### src/hw/ssc_consts.svh
/*
  offsets, field positions, opcodes, reset values and geometry of the
  storage security command block.
  assumes: included by bare name, before the modules that use it.
*/
`ifndef SSC_CONSTS_SVH
`define SSC_CONSTS_SVH
// ------------------------------------------------------------
// register offsets
// ------------------------------------------------------------
`define SSC_OFF_DATA   4'h0
`define SSC_OFF_FEAT   4'h1
`define SSC_OFF_CNT    4'h2
`define SSC_OFF_LO     4'h3
`define SSC_OFF_MID    4'h4
`define SSC_OFF_HI     4'h5
`define SSC_OFF_DH     4'h6
`define SSC_OFF_CMD    4'h7
`define SSC_OFF_ERR    4'h8
`define SSC_OFF_IRQ    4'h9
`define SSC_OFF_MASK   4'ha
`define SSC_OFF_SEC    4'hb
// ------------------------------------------------------------
// opcodes
// ------------------------------------------------------------
`define SSC_OP_SETPW   8'hf1
`define SSC_OP_UNLOCK  8'hf2
`define SSC_OP_ERASE   8'hf4
`define SSC_OP_FREEZE  8'hf5
`define SSC_OP_SEEK    4'h7
// ------------------------------------------------------------
// fields and values
// ------------------------------------------------------------
`define SSC_TRIES_INIT 3'h5
`define SSC_WORD_LAST  8'hff
`define SSC_PW_FIRST   8'h01
`define SSC_PW_LAST    8'h10
`define SSC_CTL_SEL    0
`define SSC_CTL_LVL    8
`define SSC_DH_LBA     6
`define SSC_ERR_ABRT   8'h04
`define SSC_ERR_IDNF   8'h10
`define SSC_ST_BSY     7
`define SSC_ST_DRQ     3
`define SSC_ST_ERR     0
`define SSC_IRQ_DONE   0
`define SSC_IRQ_DRQ    1
`define SSC_IRQ_LOCK   2
// ------------------------------------------------------------
// geometry for the seek range check
// ------------------------------------------------------------
`define SSC_LBA_LIMIT  28'h000f_6180
`define SSC_CYLS       16'h03e8
`define SSC_HEADS      5'h10
`define SSC_SPT        8'h3f
`endif

### src/hw/ssc_pkg.sv
/*
  types of the storage security command block.
  assumes: compiled before every module of the block.
*/
package ssc_pkg;
  typedef enum logic [1:0] {
    st_idle = 2'b00,
    st_data = 2'b01,
    st_exec = 2'b11
  } ssc_state_type;

  typedef struct packed {
    logic [7:0] feat;
    logic [7:0] cnt;
    logic [7:0] lo;
    logic [7:0] mid;
    logic [7:0] hi;
    logic [7:0] dh;
  } ssc_taskfile_type;

  typedef struct packed {
    logic       locked;
    logic       level_max;
    logic       armed;
    logic       frozen;
    logic [2:0] tries;
  } ssc_secstate_type;
endpackage : ssc_pkg

### src/hw/ssc_range_chk.sv
/*
  range check of a seek address, chs or lba.
  assumes: task-file fields are stable while ok is sampled.
*/
`timescale 1ns/1ps
`include "ssc_consts.svh"
module ssc_range_chk (
  // task-file address
  input  wire ssc_pkg::ssc_taskfile_type tf,
  // result
  output logic                           ok
);
  wire        lba_mode = tf.dh[`SSC_DH_LBA];
  wire [27:0] lba      = {tf.dh[3:0], tf.hi, tf.mid, tf.lo};
  wire [15:0] cyl      = {tf.hi, tf.mid};
  wire        chs_ok   = cyl < `SSC_CYLS && {1'b0, tf.dh[3:0]} < `SSC_HEADS
                         && tf.lo != 8'h00 && tf.lo <= `SSC_SPT;

  assign ok = lba_mode ? lba < `SSC_LBA_LIMIT : chs_ok;
endmodule : ssc_range_chk

### src/hw/ssc_sector_rx.sv
/*
  takes in one 256-word data sector: control word and password.
  assumes: wr_en only while the owner waits for sector data.
*/
`timescale 1ns/1ps
`include "ssc_consts.svh"
module ssc_sector_rx (
  // clock and reset
  input  wire logic         clk_sys,
  input  wire logic         nrst,
  input  wire logic         ce,
  // word stream
  input  wire logic         start,
  input  wire logic         wr_en,
  input  wire logic [15:0]  wdata,
  // sector contents
  output logic      [15:0]  ctrl_q,
  output logic      [255:0] pw_q,
  output logic              last
);
  logic [7:0] idx_q;
  wire        in_pw = idx_q >= `SSC_PW_FIRST && idx_q <= `SSC_PW_LAST;
  wire  [7:0] slot  = idx_q - `SSC_PW_FIRST;

  assign last = wr_en && idx_q == `SSC_WORD_LAST;

  always_ff @(posedge clk_sys or negedge nrst) begin
    if (!nrst) begin
      idx_q  <= 8'h00;
      ctrl_q <= 16'h0000;
      pw_q   <= '0;
    end else if (ce && start) begin
      idx_q <= 8'h00;
    end else if (ce && wr_en) begin
      idx_q <= idx_q + 8'h01;
      if (idx_q == 8'h00) ctrl_q <= wdata;
      if (in_pw) pw_q[{slot[3:0], 4'h0} +: 16] <= wdata;
    end
  end
endmodule : ssc_sector_rx

### src/hw/ssc_top.sv
/*
  storage security command interpreter: set password, unlock, freeze,
  seek, with task-file registers, sector data port and interrupt.
  assumes: one clock, registers reached by a strobed port, data words
  written to the data offset only while status shows a data request.
*/
// What this block does
// - set password takes exactly one sector first
// - word zero bit0 target, bit8 level
// - password is words one to sixteen
// - user high: store, arm lock, both unlock
// - user max: store, arm, master cannot unlock
// - master target: store master only
// - unlock opcode f2 takes one sector
// - master select at high: compare master
// - master select at max: reject, no compare
// - user select compares user password
// - mismatch aborts; while locked it decrements attempt counter
// - counter starts at five, counts locked mismatches
// - counter zero aborts unlock, erase until reset
// - seek 7x only range checks address
// - lba from head, cyl high, low, sector
// - opcode f1 is set password
// - after freeze, reject lock-changing commands
`timescale 1ns/1ps
`include "ssc_consts.svh"
module ssc_top (
  // clock, reset, enable
  input  wire logic        clk_sys,
  input  wire logic        nrst,
  input  wire logic        ce,
  // hardware reset pulse, keeps passwords
  input  wire logic        hw_reset,
  // register port
  input  wire logic [3:0]  addr,
  input  wire logic [15:0] wr_data,
  input  wire logic        wr_en,
  input  wire logic        rd_en,
  output logic      [15:0] rd_data_q,
  // interrupt
  output logic             irq_q
);
  // ------------------------------------------------------------
  // state
  // ------------------------------------------------------------
  ssc_pkg::ssc_state_type    state_q, state_d;
  ssc_pkg::ssc_taskfile_type tf_q;
  ssc_pkg::ssc_secstate_type sec_q;
  logic [7:0]   cmd_q;
  logic [7:0]   err_q;
  logic         err_flag_q;
  logic [2:0]   sts_q;
  logic [2:0]   mask_q;
  logic [255:0] user_pw_q;
  logic [255:0] master_pw_q;
  logic [15:0]  ctrl;
  logic [255:0] pw;
  logic         last;
  logic         seek_ok;

  // ------------------------------------------------------------
  // address decode
  // ------------------------------------------------------------
  wire w_cmd  = wr_en && addr == `SSC_OFF_CMD && state_q == ssc_pkg::st_idle;
  wire w_data = wr_en && addr == `SSC_OFF_DATA && state_q == ssc_pkg::st_data;
  wire w_mask = wr_en && addr == `SSC_OFF_MASK;
  wire w_tf   = wr_en && addr >= `SSC_OFF_FEAT && addr <= `SSC_OFF_DH;
  wire r_irq  = rd_en && addr == `SSC_OFF_IRQ;
  wire [7:0] op = wr_data[7:0];

  // ------------------------------------------------------------
  // command decode
  // ------------------------------------------------------------
  // set password opcode
  wire is_setpw  = op == `SSC_OP_SETPW;
  wire is_unlock = op == `SSC_OP_UNLOCK;
  wire is_erase  = op == `SSC_OP_ERASE;
  wire is_freeze = op == `SSC_OP_FREEZE;
  wire is_seek   = op[7:4] == `SSC_OP_SEEK;
  wire tries_out = sec_q.tries == 3'h0;
  wire frz_rej   = sec_q.frozen && (is_setpw || is_unlock || is_erase);
  wire lock_rej  = tries_out && (is_unlock || is_erase);
  // erase unit is not supported beyond its lockout, so it aborts too
  wire bad_op    = !(is_setpw || is_unlock || is_freeze || is_seek);
  wire go_data   = w_cmd && (is_setpw || is_unlock) && !frz_rej && !lock_rej;
  wire cmd_abort = w_cmd && (frz_rej || lock_rej || bad_op);
  wire seek_bad  = w_cmd && is_seek && !seek_ok;

  // ------------------------------------------------------------
  // sector execution
  // ------------------------------------------------------------
  wire ex       = state_q == ssc_pkg::st_exec;
  wire ex_setpw = ex && cmd_q == `SSC_OP_SETPW;
  wire ex_unl   = ex && cmd_q == `SSC_OP_UNLOCK;
  wire sel_mst  = ctrl[`SSC_CTL_SEL];
  wire lvl_max  = ctrl[`SSC_CTL_LVL];
  logic u_match;
  logic m_match;
  assign u_match = pw == user_pw_q;
  assign m_match = pw == master_pw_q;
  // master at max level rejected uncompared
  wire unl_rej  = ex_unl && sel_mst && sec_q.level_max;
  wire unl_hit  = sel_mst ? m_match : u_match;
  wire unl_ok   = ex_unl && !unl_rej && unl_hit;
  wire unl_miss = ex_unl && !unl_rej && !unl_hit;
  wire dec      = unl_miss && sec_q.locked && !tries_out;
  wire ex_abort = unl_rej || unl_miss;

  // ------------------------------------------------------------
  // sequencer
  // ------------------------------------------------------------
  always_comb begin
    state_d = state_q;
    case (state_q)
      ssc_pkg::st_idle: begin
        if (go_data) state_d = ssc_pkg::st_data;
      end
      ssc_pkg::st_data: begin
        if (last) state_d = ssc_pkg::st_exec;
      end
      ssc_pkg::st_exec: begin
        state_d = ssc_pkg::st_idle;
      end
      default: begin
        state_d = ssc_pkg::st_idle;
      end
    endcase
  end

  always_ff @(posedge clk_sys or negedge nrst) begin
    if (!nrst) state_q <= ssc_pkg::st_idle;
    else if (ce) state_q <= state_d;
  end

  always_ff @(posedge clk_sys or negedge nrst) begin
    if (!nrst) cmd_q <= 8'h00;
    else if (ce && w_cmd) cmd_q <= op;
  end

  ssc_sector_rx u_rx (
    .clk_sys (clk_sys),
    .nrst    (nrst),
    .ce      (ce),
    .start   (go_data),
    .wr_en   (w_data),
    .wdata   (wr_data),
    .ctrl_q  (ctrl),
    .pw_q    (pw),
    .last    (last)
  );

  ssc_range_chk u_chk (
    .tf (tf_q),
    .ok (seek_ok)
  );

  // ------------------------------------------------------------
  // task file
  // ------------------------------------------------------------
  always_ff @(posedge clk_sys or negedge nrst) begin
    if (!nrst) begin
      tf_q <= '0;
    end else if (ce && w_cmd && is_freeze) begin
      tf_q.cnt <= 8'h00;
    end else if (ce && w_tf) begin
      tf_q[8 * (`SSC_OFF_DH - addr) +: 8] <= wr_data[7:0];
    end
  end

  // ------------------------------------------------------------
  // passwords and security state
  // ------------------------------------------------------------
  // passwords live until power-on reset; a hardware reset keeps them
  always_ff @(posedge clk_sys or negedge nrst) begin
    if (!nrst) begin
      user_pw_q   <= '0;
      master_pw_q <= '0;
    end else if (ce && ex_setpw) begin
      if (!sel_mst) user_pw_q <= pw;
      else master_pw_q <= pw;
    end
  end

  always_ff @(posedge clk_sys or negedge nrst) begin
    if (!nrst) begin
      sec_q <= '{1'b0, 1'b0, 1'b0, 1'b0, `SSC_TRIES_INIT};
    end else if (ce && hw_reset) begin
      sec_q.locked <= sec_q.armed;
      sec_q.tries  <= `SSC_TRIES_INIT;
      sec_q.frozen <= 1'b0;
    end else if (ce) begin
      if (ex_setpw && !sel_mst) begin
        sec_q.armed     <= 1'b1;
        sec_q.level_max <= lvl_max;
      end
      if (w_cmd && is_freeze) sec_q.frozen <= 1'b1;
      if (unl_ok) sec_q.locked <= 1'b0;
      if (dec) sec_q.tries <= sec_q.tries - 3'h1;
    end
  end

  // ------------------------------------------------------------
  // error and interrupt
  // ------------------------------------------------------------
  always_ff @(posedge clk_sys or negedge nrst) begin
    if (!nrst) begin
      err_q      <= 8'h00;
      err_flag_q <= 1'b0;
    end else if (ce && (w_cmd || ex)) begin
      err_q      <= (cmd_abort || ex_abort) ? `SSC_ERR_ABRT :
                    seek_bad ? `SSC_ERR_IDNF : 8'h00;
      err_flag_q <= cmd_abort || ex_abort || seek_bad;
    end
  end

  wire       done_ev = (w_cmd && !go_data) || ex;
  wire       lock_ev = dec && sec_q.tries == 3'h1;
  wire [2:0] ev      = {lock_ev, go_data, done_ev};
  // an event in the clearing read's cycle stays set
  wire [2:0] sts_d   = ev | (r_irq ? 3'h0 : sts_q);
  // a new mask shows on the interrupt pin at the same edge as in the register
  wire [2:0] mask_d  = w_mask ? wr_data[2:0] : mask_q;

  always_ff @(posedge clk_sys or negedge nrst) begin
    if (!nrst) begin
      sts_q  <= 3'h0;
      mask_q <= 3'h0;
      irq_q  <= 1'b0;
    end else if (ce) begin
      sts_q  <= sts_d;
      irq_q  <= |(sts_d & mask_d);
      mask_q <= mask_d;
    end
  end

  // ------------------------------------------------------------
  // read port
  // ------------------------------------------------------------
  wire [7:0] status = {state_q == ssc_pkg::st_exec, 3'h0,
                       state_q == ssc_pkg::st_data, 2'h0, err_flag_q};
  wire [15:0] rd_mux =
    addr == `SSC_OFF_CMD  ? {8'h00, status} :
    addr == `SSC_OFF_ERR  ? {8'h00, err_q} :
    addr == `SSC_OFF_IRQ  ? {13'h0000, sts_q} :
    addr == `SSC_OFF_MASK ? {13'h0000, mask_q} :
    addr == `SSC_OFF_SEC  ? {9'h000, sec_q} :
    (addr >= `SSC_OFF_FEAT && addr <= `SSC_OFF_DH) ?
      {8'h00, tf_q[8 * (`SSC_OFF_DH - addr) +: 8]} : 16'h0000;

  always_ff @(posedge clk_sys or negedge nrst) begin
    if (!nrst) rd_data_q <= 16'h0000;
    else if (ce) rd_data_q <= rd_en ? rd_mux : 16'h0000;
  end
endmodule : ssc_top

### config.mk
export PLATFORM = sky130hd
export DESIGN_NAME = ssc_top
export DESIGN_NICKNAME = d
export VERILOG_FILES = /design/src/hw/ssc_pkg.sv /design/src/hw/ssc_range_chk.sv /design/src/hw/ssc_sector_rx.sv /design/src/hw/ssc_top.sv
export VERILOG_INCLUDE_DIRS = /design/src /design/src/hw
export SDC_FILE = /design/constraint.sdc
export NUM_CORES = 2
export LEC_CHECK = 0
export BUFFER_PORTS_ARGS = -buffer_cell sky130_fd_sc_hd__buf_2
export CAP_MARGIN = 20
export CORE_UTILIZATION = 63
export DETAILED_ROUTE_END_ITERATION = 6
export GPL_ROUTABILITY_DRIVEN = 0
export PLACE_DENSITY = 0.79
export SLEW_MARGIN = 20
export SYNTH_ARGS = -nofsm -noshare
export SYNTH_HDL_FRONTEND = slang
export SYNTH_SLANG_ARGS = --single-unit
### constraint.sdc
create_clock -name clk_sys -period 3.6 [get_ports clk_sys]
set_input_delay 0.72 -clock clk_sys [delete_from_list [all_inputs] [get_ports clk_sys]]
set_output_delay 0.72 -clock clk_sys [all_outputs]
set_load 0.03 [all_outputs]
### After elaboration in Yosys (flattened, before gate mapping)

Index checks and enable logic that the tools add are counted.

* add/sub/neg operators: 6
* $lt $le $gt $ge: 7
* equality and inequality tests: 20
* shift-type cells: 5
* multiplexer cells: 29
* bitwise operators: 6
* reductions and logical operators: 85

Operators by type and width (number)
* == test 256 bit: 2
* bitwise mux 256 bit: 1
* variable shift 16 x 10 -> 256 bit (first input constant): 1
* indexed part select 16 x 10 -> 256 bit: 1
* two-way mux 8 bit: 10
* == test 8 bit (second input constant): 7
* bitwise mux 48 bit: 1
* variable shift 8 x 34 -> 48 bit (first input constant): 1
* indexed part select 48 x 33 -> 8 bit: 1
* indexed part select 8 x 34 -> 48 bit: 1
* logical AND 1 bit: 42
* two-way mux 40 bit: 1
* negation 32 -> 34 bit: 1
* less-than comparator 28 x 20 -> 1 bit (second input constant): 1
* == test 4 bit (second input constant): 4
* less-than comparator 16 x 10 -> 1 bit (second input constant): 1
* logical OR 1 bit: 12
* AND reduction 2 bit: 6
* AND reduction 3 bit: 4
* nonzero test 2 bit: 6
* two-way mux 5 bit: 2
* negation 8 -> 10 bit: 1
* zero test 1 bit: 9
* two-way mux 3 bit: 3
* other kinds (28): 39

* register bits: 882
* input port bits: 26
* word-level logic and storage cells: 182

### Logic depth before layout (Yosys ltp)

* depth after elaboration: 13
* gate-level depth with buffers: 18

### Modules after synthesis

From an unflattened synthesis, not the netlist that was laid out.

* cells, all modules: 4079
* area total of the unflattened synthesis: 41229.5 um2

By module, submodules not included
* ssc_top: instances 1, cells each 3302, area an instance 29530.8 um2
* ssc_sector_rx: instances 1, cells each 761, area an instance 11601.1 um2
* ssc_range_chk: instances 1, cells each 16, area an instance 97.6 um2

### Worst setup path before layout

No wires, ideal clock.

* kind: input to register
* start: input port addr[0]
* end: register tf_q[16] (netlist bit)
* setup time: 125 ps
* arrival time: 4289 ps
* data required time: 3475 ps
* slack: -814 ps
* stages on the path: 15
* cells stage by stage: buf_1 -> inv_1 -> clkbuf_1 -> ha_1 -> nand2b_1 -> or3_1 -> ha_1 -> nor4b_1 -> nand3_1 -> a21o_1 -> or3_1 -> nor3_1 -> and3_1 -> buf_2 -> mux2_2

* longest elaborated chain between the ends: 7
* elaborated cells between the ends (all ways): 17

RTL lines
* start: declaration: line ssc_top.sv:35 `input wire logic [3:0] addr,`
* parallel branches: the longest is 7 deep, another holds negation 32 -> 34 bit
* end signal: indexed assignment: line ssc_top.sv:166 `` tf_q[8 * (`SSC_OFF_DH - addr) +: 8] <= wr_data[7:0]; ``
* end: declaration: line ssc_top.sv:47 `ssc_pkg::ssc_taskfile_type tf_q;`

Parallel ways; which one is timed is not known.
A chain may end at the register's enable or synchronous reset.

### Final worst setup path

* start: register u_rx.ctrl_q[0]
* end: register sec_q[0] (netlist bit)

* longest elaborated chain between the ends: 9
* elaborated cells between the ends (all ways): 11

RTL lines
* start: declaration: line ssc_sector_rx.sv:17 `output logic [15:0] ctrl_q,`
* start signal: assignment: line ssc_sector_rx.sv:36 `if (idx_q == 8'h00) ctrl_q <= wdata;`
* logical AND 1 bit (2 in a row): line ssc_top.sv:102 `wire unl_rej = ex_unl && sel_mst && sec_q.level_max;`
* zero test 1 bit: line ssc_top.sv:105 `wire unl_miss = ex_unl && !unl_rej && !unl_hit;`
* logical AND 1 bit: line ssc_top.sv:105
* logical AND 1 bit (*): line ssc_top.sv:105
* logical AND 1 bit (*) (2 in a row): line ssc_top.sv:106 `wire dec = unl_miss && sec_q.locked && !tries_out;`
* nonzero test 2 bit (no line) (*)
* AND reduction 2 bit (no line) (*)
* end signal: assignment: line ssc_top.sv:186 `` sec_q <= '{1'b0, 1'b0, 1'b0, 1'b0, `SSC_TRIES_INIT}; ``
* end: declaration: line ssc_top.sv:48 `ssc_pkg::ssc_secstate_type sec_q;`

Mark *: on every way between the ends. The rest lies on a longest branch, timed or not.

==> flow_metrics.env <==
export IMPL_min_path_type="in -> async"
export IMPL_grt_max_degree=129
export IMPL_crit_type="reg -> reg"
export IMPL_fin_crit_ns=3.49
export IMPL_final_cell_mix="1789 x nand2_1, 858 x dfrtp_1, 268 x mux2i_1, 259 x xnor2_1, 155 x o21ai_0"
export IMPL_start_kind="flip-flop"
export IMPL_fin_ws_ns=0.108
export IMPL_clockBufferDepth=3
export IMPL_arrival_ns=4.07
export IMPL_cts_tree="yes"
export IMPL_ctsResizeCount=0
export IMPL_r2r_end="sec_q[0]"
export IMPL_grt_overflow_total=0
export IMPL_status="finished clean"
export IMPL_nNetsFinal=4298
export IMPL_die_area_um2=64400
export IMPL_report_final_setup_viol=0
export IMPL_synth_avg_cell_area_um2=9.49
export IMPL_via_per_inst=5.82
export IMPL_synth_adder_area_share=0.00690
export IMPL_clk_pin_slew_ns=0.06
export IMPL_ios=43
export IMPL_core_area_um2=62200
export IMPL_post_route_period_util=0.970
export IMPL_layout_drive_gt1_share=0.121
export IMPL_reg2reg_from="u_rx.ctrl_q[0]"
export IMPL_die_h_um=254
export IMPL_clock_sinks=861
export IMPL_path_max_fanout=16
export IMPL_grt_antenna_before_repair=2
export IMPL_whs_ns=0.00665
export IMPL_synth_simple_area_share=0.215
export IMPL_seqPwrFrac=0.492
export IMPL_synth_compound_area_frac=0.0308
export IMPL_rr_worst_depth=11
export IMPL_grt_pass1_vias=30000
export IMPL_maxSlewHeadroom=0.517
export IMPL_power_switching_mw=4.40
export IMPL_ys_seq_elements=861
export IMPL_rows=91
export IMPL_grt_pass1_wl_um=166000
export IMPL_synthCells=4208
export IMPL_leakagePower_nw=22.4
export IMPL_synth_top_family_by_area="simple AND/OR/NAND/NOR gates"
export IMPL_end_kind="flip-flop"
export IMPL_wl_per_cell_um=20.0
export IMPL_power_density_nw_per_um2=442
export IMPL_cap_violations=0
export IMPL_yosys_warnings=0
export IMPL_cts_buffers=87
export IMPL_hpwl_um=65200
export IMPL_root_buffer="clkbuf_16"
export IMPL_stdcell_area_um2=44900
export IMPL_synth_edff_count=0
export IMPL_async_reset_ff_frac=1.00
export IMPL_power_frac_clock=0.477
export IMPL_initial_core_util=0.642
export IMPL_grt_use_total=0.333
export IMPL_yosys_cell_types_count=63
export IMPL_post_dp_cell_area_um2=41800
export IMPL_ys_seq_area_frac=0.540
export IMPL_synth_xor_area_share=0.0592
export IMPL_synth_flop_cell="dfrtp_1"
export IMPL_synthesis_area_um2=39900
export IMPL_wirelength_um=103000
export IMPL_drt_pass1_iterations=6
export IMPL_vias=30000
export IMPL_muxShareOfSynthArea=0.121
export IMPL_drt_iter0_markers=2807
export IMPL_syn2layout_area_growth_pct=12.5
export IMPL_max_freq_mhz=286
export IMPL_p_comb_frac=0.031
export IMPL_rsz0062_at_grt="yes"
export IMPL_drv_slew=0
export IMPL_intPower_mw=15.4
export IMPL_nFillCells=4417
export IMPL_drc=0
export IMPL_irDropWorstVdd_uv=413
export IMPL_postCtsSetupRepairBufs=0
export IMPL_dieWidth_um=254
export IMPL_cts_max_level=3
export IMPL_io_buffers=34
export IMPL_swShare=0.222
export IMPL_worstPathRequired_ns=4.18
export IMPL_drtAntennaViolNets=0
export IMPL_postCtsHoldBufs=0
export IMPL_hold_viol=0
export IMPL_worstSkewPairLatency_ns=0.67
export IMPL_r2r_slack_ns=0.11
export IMPL_worst_pin_slew_ns=0.725
export IMPL_layout_commonest_cell="nand2_1"
export IMPL_preCtsSetupSlack_ns=-0.530
export IMPL_skew_ns=0.0277
==> cell families after synthesis <==
logic type                 count (synthesis)
muxes                                    452
DFF                                      861
xor gates and xnor gates                 269
other                                      1
buffers and inverters                    249
adders and majority gates                 22
and+or+nand+nor                         2131
AOI/OAI and AO/OA                        223
==> synthesized netlist by cell type, drive strengths merged (2+ instances only) <==
| cell | instances | area, um^2 |
|---|---|---|
| nand2 | 1791 | 6720 |
| dfrtp | 859 | 21500 |
| mux2i | 268 | 2680 |
| xnor2 | 261 | 2290 |
| mux2 | 177 | 1990 |
| clkbuf | 172 | 646 |
| o21ai | 157 | 786 |
| nor2 | 114 | 443 |
| nor4 | 73 | 463 |
| buf | 62 | 369 |
| nor3 | 32 | 170 |
| a21oi | 28 | 140 |
| nand4 | 24 | 150 |
| ha | 22 | 275 |
| nand3 | 19 | 95.1 |
| nand2b | 17 | 106 |
| inv | 14 | 52.6 |
| and2 | 10 | 62.6 |
| and3 | 10 | 62.6 |
| a21o | 9 | 67.6 |
| nor2b | 8 | 50.1 |
| xor2 | 8 | 70.1 |
| mux4 | 7 | 158 |
| or3 | 7 | 43.8 |
| o2bb2ai | 6 | 52.6 |
| or4 | 5 | 37.5 |
| and4b | 4 | 40.0 |
| nor3b | 4 | 30.0 |
| o211ai | 4 | 30.0 |
| a211o | 2 | 17.5 |
| a22o | 2 | 17.5 |
| a31oi | 2 | 12.5 |
| and3b | 2 | 17.5 |
| dfstp | 2 | 52.6 |
| nand4b | 2 | 17.5 |
| nor4b | 2 | 17.5 |
| nor4bb | 2 | 20.0 |
| o22ai | 2 | 12.5 |
| or2 | 2 | 12.5 |
| or3b | 2 | 17.5 |
==> final cells by class <==
class,instances,area [um^2],share of cell area
flip-flops and latches,861,21600,0.480
multi-input cells,3105,17500,0.389
clock buffers,131,2650,0.0591
repair buffers,180,1730,0.0385
well taps,837,1050,0.0233
clock inverters,33,389,0.00867
inverters,15,56.3,0.00125
diodes,1,2.50,0.0000557
==> worst max-delay path, stage by stage, from the launching register on <==
cell	delay [ns]
dfrtp_4	0.53
buf_12	0.22
buf_4	0.21
mux2i_1	0.23
xnor2_1	0.10
nor4_1	0.44
nand4_1	0.28
nor4_1	0.32
buf_4	0.22
and4_1	0.32
mux2_1	0.35
nor3_1	0.18
==> power by group through the flow <==
stage / registers (mW) / logic, mW / clock network (mW)
2_1_floorplan: 9.93 / 0.235 / 0
3_3_place_gp: 9.93 / 0.613 / 0
3_5_place_dp: 9.93 / 0.620 / 0
4_1_cts: 9.75 / 0.622 / 9.57
5_1_grt: 9.75 / 0.685 / 9.96
6_report: 9.75 / 0.620 / 9.47
==> flip-flops by register name, indices dropped and copies added (netlist names) <==
signal	count
u_rx.ctrl_q	2
mask_q	3
err_q	2
u_rx.idx_q	8
master_pw_q	256
rd_data_q	8
user_pw_q	256
u_rx.pw_q	256
sts_q	3
sec_q	7
state_q	2
err_flag_q	1
irq_q	1
cmd_q	8
tf_q	48
==> how the worst max path moves through the flow <==
stage	start	end	slack, ns
after global placement	addr[0]	tf_q[8]	-0.43
after detailed placement	addr[0]	tf_q[13]	-0.53
final	u_rx.ctrl_q[0]	sec_q[0]	0.11
after floorplan	addr[0]	tf_q[10]	-0.33
after CTS	addr[0]	tf_q[11]	0.11
after global routing	addr[0]	tf_q[12]	-0.0004
==> per-stage QoR <==
| step | total power, mW | std cells | util | TNS (ns) |
|---|---|---|---|---|
| finish | 19.8 | 5163 | 0.722 | 0 |
| global route | 20.4 | 5162 | 0.722 | -0.000445 |
| CTS | 19.9 | 5162 | 0.722 | 0 |
| detailed placement | 10.5 | 4998 | 0.673 | -12.64 |
| global placement | 10.5 | 4998 | 0.673 | -10.67 |
| floorplan | 10.2 | 4215 | - | -8.81 |
==> metal layers <==
| layer | vias up | global-route usage | share of wire |
|---|---|---|---|
| met4 | 2 | 0.145 | 0.045 |
| met1 | 14900 | 0.449 | 0.41 |
| met5 | - | 0 | 0.00013 |
| met2 | 1087 | 0.535 | 0.47 |
| li1 | 13700 | - | - |
| met3 | 294 | 0.0571 | 0.069 |
(Power assumes the default switching activity.)
